===== src/include/mdc_cfg.svh =====
// Constants for the mobile DDR bit-plane memory controller.
// Assumes a 125 MHz system clock; the memory clock is that clock divided by two.
`ifndef MDC_CFG_SVH
`define MDC_CFG_SVH

// ----------------------------------------------------------------------
// Geometry: 128 Mb as 4 banks x 4096 rows x 512 columns x 16 bits
// ----------------------------------------------------------------------
`define MDC_DQ_W 16
`define MDC_BANK_W 2
`define MDC_ROW_W 12
`define MDC_COL_W 9
`define MDC_REQ_ADDR_W 21
`define MDC_BURST_W 64
`define MDC_BANK_MSB 20
`define MDC_ROW_MSB 18
`define MDC_COL_MSB 6

// ----------------------------------------------------------------------
// Commands {cs_n, ras_n, cas_n, we_n}
// ----------------------------------------------------------------------
`define MDC_CMD_NOP 4'h7
`define MDC_CMD_ACT 4'h3
`define MDC_CMD_RD 4'h5
`define MDC_CMD_WR 4'h4
`define MDC_CMD_PRE 4'h2
`define MDC_CMD_REF 4'h1
`define MDC_CMD_MRS 4'h0

// ----------------------------------------------------------------------
// Mode words: BL 4, sequential, CL 3; extended: full array, no TCSR
// ----------------------------------------------------------------------
`define MDC_MODE_WORD 12'h032
`define MDC_EXT_MODE_WORD 12'h000
`define MDC_MODE_BA 2'h0
`define MDC_EXT_MODE_BA 2'h2
`define MDC_ADDR_PRE_ALL 12'h400

// ----------------------------------------------------------------------
// Timing, in memory clocks unless given in ns
// ----------------------------------------------------------------------
`define MDC_SYS_PERIOD_NS 8
`define MDC_MEM_PERIOD_NS (2 * `MDC_SYS_PERIOD_NS)
`define MDC_NOM_MEM_MHZ_X100 13333
`define MDC_CAS_LAT 3
`define MDC_TRCD_CK 3
`define MDC_TRP_CK 3
`define MDC_TMRD_CK 2
`define MDC_BURST_LEN 4
`define MDC_WR_HOLD_CK 5
`define MDC_RD_HOLD_CK (`MDC_BURST_LEN / 2)
`define MDC_TREFI_NS 15625
`define MDC_TREFI_CK (`MDC_TREFI_NS / `MDC_MEM_PERIOD_NS)
`define MDC_TRFC_NS 80
`define MDC_TRFC_CK ((`MDC_TRFC_NS + `MDC_MEM_PERIOD_NS - 1) / `MDC_MEM_PERIOD_NS)
`define MDC_INIT_NS 200000
`define MDC_INIT_CK ((`MDC_INIT_NS + `MDC_MEM_PERIOD_NS - 1) / `MDC_MEM_PERIOD_NS)

// ----------------------------------------------------------------------
// Data strobe windows, in system cycles after a read or write command
// ----------------------------------------------------------------------
`define MDC_WR_LAST 4'h7
`define MDC_RD_FIRST 4'(2 * `MDC_CAS_LAT + 4)
`define MDC_RD_LAST 4'(2 * `MDC_CAS_LAT + 7)

`endif


===== src/include/mdc_pkg.sv =====
// Types for the mobile DDR bit-plane memory controller.
// Assumes mdc_cfg.svh is on the include path.
`include "mdc_cfg.svh"

package mdc_pkg;

   // -------------------------------------------------------------------
   // Controller states
   // -------------------------------------------------------------------
   typedef enum logic [9:0] {
      ST_INIT_WAIT = 10'h001,
      ST_INIT_PRE = 10'h002,
      ST_INIT_REF = 10'h004,
      ST_INIT_MRS = 10'h008,
      ST_INIT_EMRS = 10'h010,
      ST_IDLE = 10'h020,
      ST_ACTIVE = 10'h040,
      ST_RW = 10'h080,
      ST_PRE = 10'h100,
      ST_REFRESH = 10'h200
   } mdc_state_type;

   // -------------------------------------------------------------------
   // All controller state
   // -------------------------------------------------------------------
   typedef struct packed {
      mdc_state_type state;
      logic [13:0] cnt;
      logic [9:0] refi;
      logic ref_pend;
      logic ref_second;
      logic turn;
      logic init_done;
      logic is_wr;
      logic [`MDC_REQ_ADDR_W-1:0] addr_q;
      logic [`MDC_BURST_W-1:0] wdata;
      logic [3:0] wcyc;
      logic [3:0] rcyc;
      logic dqs_seen;
      logic [`MDC_BURST_W-1:0] rdata;
      logic rd_valid;
      logic ck;
      logic ck_n;
      logic cke;
      logic [3:0] cmd;
      logic [`MDC_BANK_W-1:0] ba;
      logic [`MDC_ROW_W-1:0] maddr;
      logic [`MDC_DQ_W-1:0] dq_o;
      logic dq_oe;
      logic dqs_o;
      logic dqs_oe;
      logic wr_rdy;
      logic rd_rdy;
   } mdc_regs_type;

endpackage : mdc_pkg


===== src/logic/mdc_sync.sv =====
// Two-stage synchroniser for pins read by the memory controller.
// Assumes the inputs are asynchronous to sys_clk.
`timescale 1ns/1ps
`default_nettype none

module mdc_sync #(
   parameter int W = 1
) (
   input wire logic sys_clk,
   input wire logic sys_rst,
   input wire logic [W-1:0] d,
   output logic [W-1:0] q
);

   typedef struct packed {
      logic [W-1:0] s1;
      logic [W-1:0] s2;
   } mdc_sync_regs_type;

   mdc_sync_regs_type r;
   mdc_sync_regs_type n;

   // -------------------------------------------------------------------
   // First stage feeds only the second
   // -------------------------------------------------------------------
   always_comb begin
      n = r;
      n.s1 = d;
      n.s2 = r.s1;
   end

   always_ff @(posedge sys_clk) begin
      if (sys_rst) begin
         r <= '0;
      end else begin
         r <= n;
      end
   end

   assign q = r.s2;

endmodule : mdc_sync

`default_nettype wire


===== src/logic/mdc_ctrl.sv =====
// Mobile DDR SDRAM controller holding bit-plane frame data.
// Assumes one x16 four-bank part on the pins and same-clock request ports.
//
// Contract
// All frame data goes to external mobile DDR using its command set and DDR data.
// Addresses span only 128 Mb, so the top row address bit is never driven.
// The data path is 16 bits over four banks, chosen by a 2-bit bank on every command.
// CAS latency is 3, with 3 clocks from activate to access and from precharge on.
// The mode register sets burst length 4, each access moving four beats in two clocks.
// The memory interface is 16 bits at a fixed memory clock, whatever the part's rating.
// Partial-array and temperature-compensated self refresh stay off; all rows refresh.
`timescale 1ns/1ps
`default_nettype none
`include "mdc_cfg.svh"

module mdc_ctrl
   import mdc_pkg::*;
#(
   parameter int INIT_TICKS = `MDC_INIT_CK
) (
   input wire logic sys_clk,
   input wire logic sys_rst,
   input wire logic wr_req_valid,
   output logic wr_req_ready,
   input wire logic [`MDC_REQ_ADDR_W-1:0] wr_req_addr,
   input wire logic [`MDC_BURST_W-1:0] wr_req_data,
   input wire logic rd_req_valid,
   output logic rd_req_ready,
   input wire logic [`MDC_REQ_ADDR_W-1:0] rd_req_addr,
   output logic [`MDC_BURST_W-1:0] rd_data,
   output logic rd_data_valid,
   output logic init_done,
   output logic mem_ck,
   output logic mem_ck_n,
   output logic mem_cke,
   output logic mem_cs_n,
   output logic mem_ras_n,
   output logic mem_cas_n,
   output logic mem_we_n,
   output logic [`MDC_BANK_W-1:0] mem_ba,
   output logic [`MDC_ROW_W-1:0] mem_addr,
   input wire logic [`MDC_DQ_W-1:0] mem_dq_i,
   output logic [`MDC_DQ_W-1:0] mem_dq_o,
   output logic mem_dq_oe,
   input wire logic mem_dqs_i,
   output logic mem_dqs_o,
   output logic mem_dqs_oe
);

   mdc_regs_type r;
   mdc_regs_type n;
   logic tick;
   logic [`MDC_DQ_W-1:0] rx_dq;
   logic rx_dqs;
   logic [`MDC_COL_W-1:0] col;

   // -------------------------------------------------------------------
   // Read pins cross into sys_clk before use
   // -------------------------------------------------------------------
   mdc_sync #(.W(`MDC_DQ_W + 1)) u_rx_sync (
      .sys_clk(sys_clk),
      .sys_rst(sys_rst),
      .d({mem_dqs_i, mem_dq_i}),
      .q({rx_dqs, rx_dq})
   );

   // Burst-aligned column: low two bits stay zero for a four-beat burst
   assign col = {r.addr_q[`MDC_COL_MSB:0], 2'h0};

   // -------------------------------------------------------------------
   // Next-state logic; commands move only on a falling memory clock
   // -------------------------------------------------------------------
   always_comb begin
      n = r;
      tick = r.ck;
      n.ck = ~r.ck;
      n.ck_n = r.ck;
      n.rd_valid = 1'b0;
      // Beat counters run at the system rate, one beat per memory edge
      if (r.wcyc != 4'h0) begin
         n.wcyc = (r.wcyc == `MDC_WR_LAST) ? 4'h0 : r.wcyc + 4'h1;
      end
      if (r.rcyc != 4'h0) begin
         n.rcyc = (r.rcyc == `MDC_RD_LAST) ? 4'h0 : r.rcyc + 4'h1;
      end
      // Read capture: four synchronised beats, first beat lands lowest
      if (r.rcyc >= `MDC_RD_FIRST && r.rcyc <= `MDC_RD_LAST) begin
         n.rdata = {rx_dq, r.rdata[`MDC_BURST_W-1:`MDC_DQ_W]};
         n.dqs_seen = r.dqs_seen | rx_dqs;
         n.rd_valid = (r.rcyc == `MDC_RD_LAST) && (r.dqs_seen | rx_dqs);
      end
      if (tick) begin
         n.cmd = `MDC_CMD_NOP;
         if (r.cnt != 14'h0000) begin
            n.cnt = r.cnt - 14'h0001;
         end
         // Whole-array refresh timer; a new request beats the clear below
         if (r.init_done) begin
            if (r.refi == 10'(`MDC_TREFI_CK - 1)) begin
               n.refi = 10'h000;
               n.ref_pend = 1'b1;
            end else begin
               n.refi = r.refi + 10'h001;
            end
         end
         case (r.state)
            ST_INIT_WAIT: begin
               if (r.cnt == 14'h0000) begin
                  n.cke = 1'b1;
                  n.cmd = `MDC_CMD_PRE;
                  n.maddr = `MDC_ADDR_PRE_ALL;
                  n.cnt = 14'(`MDC_TRP_CK - 1);
                  n.state = ST_INIT_PRE;
               end
            end
            ST_INIT_PRE, ST_INIT_REF: begin
               if (r.cnt == 14'h0000) begin
                  n.cnt = 14'(`MDC_TRFC_CK - 1);
                  n.cmd = `MDC_CMD_REF;
                  n.state = ST_INIT_REF;
                  if (r.state == ST_INIT_REF) begin
                     n.ref_second = 1'b1;
                  end
                  if (r.state == ST_INIT_REF && r.ref_second) begin
                     n.cmd = `MDC_CMD_MRS;
                     n.ba = `MDC_MODE_BA;
                     n.maddr = `MDC_MODE_WORD;
                     n.cnt = 14'(`MDC_TMRD_CK - 1);
                     n.state = ST_INIT_MRS;
                  end
               end
            end
            ST_INIT_MRS: begin
               if (r.cnt == 14'h0000) begin
                  n.cmd = `MDC_CMD_MRS;
                  n.ba = `MDC_EXT_MODE_BA;
                  n.maddr = `MDC_EXT_MODE_WORD;
                  n.cnt = 14'(`MDC_TMRD_CK - 1);
                  n.state = ST_INIT_EMRS;
               end
            end
            ST_INIT_EMRS: begin
               if (r.cnt == 14'h0000) begin
                  n.init_done = 1'b1;
                  n.state = ST_IDLE;
               end
            end
            ST_IDLE: begin
               n.turn = ~r.turn;
               if (r.ref_pend) begin
                  n.ref_pend = n.ref_pend & (r.refi == 10'(`MDC_TREFI_CK - 1));
                  n.cmd = `MDC_CMD_REF;
                  n.cnt = 14'(`MDC_TRFC_CK - 1);
                  n.state = ST_REFRESH;
               end else if ((r.wr_rdy && wr_req_valid) || (r.rd_rdy && rd_req_valid)) begin
                  n.is_wr = r.wr_rdy;
                  n.addr_q = r.wr_rdy ? wr_req_addr : rd_req_addr;
                  n.wdata = r.wr_rdy ? wr_req_data : r.wdata;
                  n.cmd = `MDC_CMD_ACT;
                  n.ba = n.addr_q[`MDC_BANK_MSB -: `MDC_BANK_W];
                  n.maddr = n.addr_q[`MDC_ROW_MSB -: `MDC_ROW_W];
                  n.cnt = 14'(`MDC_TRCD_CK - 1);
                  n.state = ST_ACTIVE;
               end
            end
            ST_ACTIVE: begin
               if (r.cnt == 14'h0000) begin
                  n.cmd = r.is_wr ? `MDC_CMD_WR : `MDC_CMD_RD;
                  n.maddr = {{(`MDC_ROW_W - `MDC_COL_W){1'b0}}, col};
                  n.wcyc = r.is_wr ? 4'h1 : 4'h0;
                  n.rcyc = r.is_wr ? 4'h0 : 4'h1;
                  n.dqs_seen = 1'b0;
                  n.cnt = r.is_wr ? 14'(`MDC_WR_HOLD_CK - 1) : 14'(`MDC_RD_HOLD_CK - 1);
                  n.state = ST_RW;
               end
            end
            ST_RW: begin
               if (r.cnt == 14'h0000) begin
                  n.cmd = `MDC_CMD_PRE;
                  n.maddr = {`MDC_ROW_W{1'b0}};
                  n.cnt = 14'(`MDC_TRP_CK - 1);
                  n.state = ST_PRE;
               end
            end
            ST_PRE, ST_REFRESH: begin
               if (r.cnt == 14'h0000) begin
                  n.state = ST_IDLE;
               end
            end
            default: begin
               n.state = ST_INIT_WAIT;
            end
         endcase
      end
      // Write strobe: two-cycle preamble, four beats, then released
      n.dqs_oe = (n.wcyc >= 4'h2);
      n.dqs_o = (n.wcyc == 4'h4) || (n.wcyc == 4'h6);
      n.dq_oe = (n.wcyc >= 4'h4);
      case (n.wcyc)
         4'h4: n.dq_o = r.wdata[15:0];
         4'h5: n.dq_o = r.wdata[31:16];
         4'h6: n.dq_o = r.wdata[47:32];
         4'h7: n.dq_o = r.wdata[63:48];
         default: n.dq_o = {`MDC_DQ_W{1'b0}};
      endcase
      // Ready is offered only in the tick cycle itself, one side per slot
      n.wr_rdy = (n.state == ST_IDLE) && n.ck && !n.ref_pend && !n.turn;
      n.rd_rdy = (n.state == ST_IDLE) && n.ck && !n.ref_pend && n.turn;
   end

   // -------------------------------------------------------------------
   // State register; CKE low and NOP while the part powers up
   // -------------------------------------------------------------------
   always_ff @(posedge sys_clk) begin
      if (sys_rst) begin
         r <= '0;
         r.state <= ST_INIT_WAIT;
         r.cmd <= `MDC_CMD_NOP;
         r.cnt <= 14'(INIT_TICKS - 1);
      end else begin
         r <= n;
      end
   end

   // -------------------------------------------------------------------
   // Outputs, all straight from the state register
   // -------------------------------------------------------------------
   assign wr_req_ready = r.wr_rdy;
   assign rd_req_ready = r.rd_rdy;
   assign rd_data = r.rdata;
   assign rd_data_valid = r.rd_valid;
   assign init_done = r.init_done;
   assign mem_ck = r.ck;
   assign mem_ck_n = r.ck_n;
   assign mem_cke = r.cke;
   assign {mem_cs_n, mem_ras_n, mem_cas_n, mem_we_n} = r.cmd;
   assign mem_ba = r.ba;
   assign mem_addr = r.maddr;
   assign mem_dq_o = r.dq_o;
   assign mem_dq_oe = r.dq_oe;
   assign mem_dqs_o = r.dqs_o;
   assign mem_dqs_oe = r.dqs_oe;
endmodule : mdc_ctrl

`default_nettype wire


===== config.mk =====
export PLATFORM = sky130hd
export DESIGN_NAME = mdc_ctrl
export DESIGN_NICKNAME = d
export VERILOG_FILES = /design/src/include/mdc_pkg.sv /design/src/logic/mdc_sync.sv /design/src/logic/mdc_ctrl.sv
export VERILOG_INCLUDE_DIRS = /design/src /design/src/include
export SDC_FILE = /design/constraint.sdc
export NUM_CORES = 1
export LEC_CHECK = 0
export ABC_AREA = 1
export BUFFER_PORTS_ARGS = -buffer_cell sky130_fd_sc_hd__buf_2
export CORE_MARGIN = 2
export CORE_UTILIZATION = 29
export CTS_CLUSTER_DIAMETER = 50
export DETAILED_ROUTE_END_ITERATION = 12
export PLACE_DENSITY_LB_ADDON = 0.25
export SLEW_MARGIN = 0
export SYNTH_ARGS = -nofsm -noshare
export SYNTH_HDL_FRONTEND = slang
export SYNTH_SLANG_ARGS = --single-unit

===== constraint.sdc =====
create_clock -name sys_clk -period 2.3 [get_ports sys_clk]
set_input_delay 0.345 -clock sys_clk [delete_from_list [all_inputs] [get_ports sys_clk]]
set_output_delay 0.345 -clock sys_clk [all_outputs]
set_load 0.01 [all_outputs]

==> key figures <==
Finish
  – P&R area growth vs syn: 28.2%
  – Commonest cells after routing, fill and taps aside: nor2_1, dfxtp_1, buf_2, nand2_1, o21ai_0
  – Final #Nets: roughly 2000
  – Fraction of layout instances using a drive strength above 1: 25.4%
  – Commonest non-fill, non-tap cell in the layout: nor2_1
  – Seq. cell area: 0.00519 mm2
  – Final Util: 37.8%
  – Layout Cells excl Fill: 2413
  – Multi-input gate area: 0.00516 mm2
  – # diodes: 0
  – Filler instances: 4249

STA
  – Worst Clk Skew: about 0.016 ns
  – Maximum clock rate: approximately 0.45 GHz
  – Final setup viols: 0
  – Post-layout minimum cycle time: around 2.2 ns
  – Fin crit share: 96.1%
  – Slew headroom: 62.9%
  – Least-Margin Pin Slew: 0.552 ns
  – RSZ-0062 raised after global routing: true
  – Final hold vios: 0
  – Slew Viols, Final: 0

CTS
  – Clk sinks: roughly 260
  – CTS tree: done
  – Reg clk slew, reported paths: 0.06 ns
  – CTS buffer count: 38
  – Clock latency on the worst-skew pair: 0.52 ns
  – Clock Tree Buf Depth: 3
  – Clock H-tree levels: 2
  – CTS Root Cell: clkbuf_16

Placed design
  – Post-DP HPWL: 24900 um
  – Port bufs: 233
  – RePlAce Congestion: 0.852
  – Post-Place Cells: 2307

Floorplanning
  – Top Ports: 235
  – Row cnt: between 70 and 80
  – Initial Util: between 20 and 30%
  – Die height: 205 um
  – Die W: just over 200 um
  – Total core area: roughly 0.04 mm2
  – Full die area: 0.0421 mm2

Outcome
  – Status: finished clean

Power and ir drop
  – Pwr dens: 806 mW/mm2
  – Power, Total: about 12000 uW
  – Leakage: 0.00689 uW
  – VDD IR max: 0.400 mV

Routing
  – Initial DRC count: 750
  – Overall routed net length: 36100 um
  – DR vias/cell: 4.55
  – Antenna viol nets, final: 0
  – # DRC: 0
  – Wirelength per Cell: 15.0 um
  – 1st-pass router iterations: 5
  – DR vias: 11000

Logic synthesis
  – Post-Syn Area: 0.0117 mm2
  – Yosys reg bits: 259
  – Cells after Synth: 1645
  – Net Count, Synth: 1778
  – Avg Inst Size Synth: between 7 and 8 um2
  – Seq/Total Area, Yosys: 44.2%
  – Count of cell types in the netlist: 48
  – Yosys warns: 0

Worst setup path
  – Setup CP Type: flip-flop to flip-flop
  – Crit path largest cell delay: 0.32 ns
  – Req. time, crit path: 2.70 ns
  – CP Launch Type: flip-flop
  – Crit-path slowest cell: dfxtp_2
  – Crit-path cells: inv_2 -> ha_4 -> buf_6 -> nand3_4 -> nor2_4 -> nand4_1 -> buf_4 -> nor3_2 -> buf_4 -> o21ai_4 -> clkbuf_16 -> nand3_1 -> nand2_1 -> nor2_1 -> nor2_1
  – Worst reg-to-reg path cell count: 15
  – Crit Path Max Fanout: 8
  – Crit end category: flip-flop
  – Arrival @ worst endpoint: between 2 and 3 ns

Worst hold path
  – Hold depth: 3
  – Hold WC Path Type: primary input to flip-flop

GRT
  – GRT Util Overall: 16.2%
  – First-pass GRT wire length: 53800 um
  – Vias in the first global route: slightly above 10000
  – Largest net degree at the start of global routing: 67
  – Congestion Overflow GR: 0
  – Initial antenna violation count: 0

Flow run
  – Max cap viols: 0
worst max-delay path: cells and delay by family (launching register included):
kind	cells	cell delay [ns]
AOI/OAI and AO/OA	1	0.11
adders and majority gates	1	0.14
DFF	1	0.32
buffers and inverters	5	0.71
and+or+nand+nor	8	0.78
path summary, 6_finish.rpt:
| check | startpoint | endpoint | slack, ns |
|---|---|---|---|
| worst max-delay path | r[217]$_SDFFE_PP1P_ | mem_dq_o[12]$_SDFF_PP0_ | 0.09 |
| worst min-delay path | mem_dq_i[9] | u_rx_sync.n[9]$_SDFF_PP0_ | 0.03 |
| worst min register to register | u_rx_sync.n[6]$_SDFF_PP0_ | u_rx_sync.q[6]$_SDFF_PP0_ | 0.40 |
| worst max register to register | r[217]$_SDFFE_PP1P_ | mem_dq_o[12]$_SDFF_PP0_ | 0.09 |
metal layers:
metal | GRT usage [%] | vias up | wire length [um]
met4 | 5.63 | 0 | 967
met5 | 0 | - | 0
met3 | 2.91 | 60 | 2380
li1 | - | 5636 | -
met2 | 26.8 | 326 | 16900
met1 | 21.1 | 4957 | 15900
synthesized netlist by cell type (all sizes together):
library cell,number,area (um2)
a21boi,1,7.51
a21oi,39,195
a22o,5,43.8
a22oi,2,15.0
a31o,1,8.76
a31oi,10,62.6
and2,2,13.8
buf,127,935
clkbuf,49,184
clkinv,2,8.75
conb,1,3.75
dfxtp,259,5180
ha,6,75.1
inv,117,439
mux2i,2,20.0
nand2,205,797
nand3,123,628
nand3b,1,7.51
nand4,20,125
nor2,445,1710
nor3,25,164
nor3b,2,15.0
nor4,3,18.8
o211a,1,10.0
o211ai,1,7.51
o21ai,173,870
o21bai,1,7.51
o221ai,1,8.76
o22ai,3,18.8
o31ai,1,7.51
or2,1,6.26
or3,1,6.26
xnor2,5,43.8
xor2,10,87.6
area by class of cell:
class                   instances  share of cell area [%]
well taps                     525                    4.37
repair buffers                347                    15.2
inverters                     119                    3.02
flip-flops and latches        259                    34.5
multi-input cells            1094                    34.3
clock inverters                23                    1.76
clock buffers                  46                    6.93
metrics by stage:
stage / setup slack (ns) / hold slack [ns] / area, um2 / setup TNS (ns)
floorplan: 0.227 / 0.388 / 11700 / 0
global placement: -0.275 / 0.390 / 13100 / -6.22
detailed placement: -0.404 / 0.393 / 13100 / -8.53
CTS: 0.000776 / 0.00153 / 14600 / 0
global route: -0.0595 / 0.00649 / 15000 / -0.490
finish: 0.0901 / 0.0267 / 15000 / 0
report_power, final:
part	total, uW	internal [uW]	switching (uW)
combinational	1580	644	939
clock	5940	3650	2290
sequential	4610	4570	35.2
total	12100	8860	3260
sequential cells by signal, summed over array words and instances, names as in the netlist, 2 cells and up:
signal	flops
r	111
rd_data	64
u_rx_sync.n	17
u_rx_sync.q	17
mem_dq_o	16
mem_addr	12
col	7
mem_ba	2
kinds of logic (layout without fill, tap and decap cells):
group / count (synthesis) / in the layout / synth area share [%]
compound gates: 239 / 239 / 10.8
xor+xnor: 15 / 15 / 1.12
fa+ha+maj: 6 / 6 / 0.640
buf+inv: 295 / 535 / 13.3
flops: 259 / 259 / 44.2
mux: 2 / 2 / 0.171
other cells: 1 / 1 / 0.0320
simple gates: 828 / 831 / 29.8
timing repair:
item | 4_1_cts | 5_1_grt
hold endpoints to repair | 5 | 0
setup endpoints to repair | 68 | 108
pin swaps | 3 | 22
hold buffers | 5 | 0
cloned | 2 | 7
gates resized for setup | 7 | 40
setup buffers | 5 | 18
Note: power is estimated with default switching activity, not from simulation.
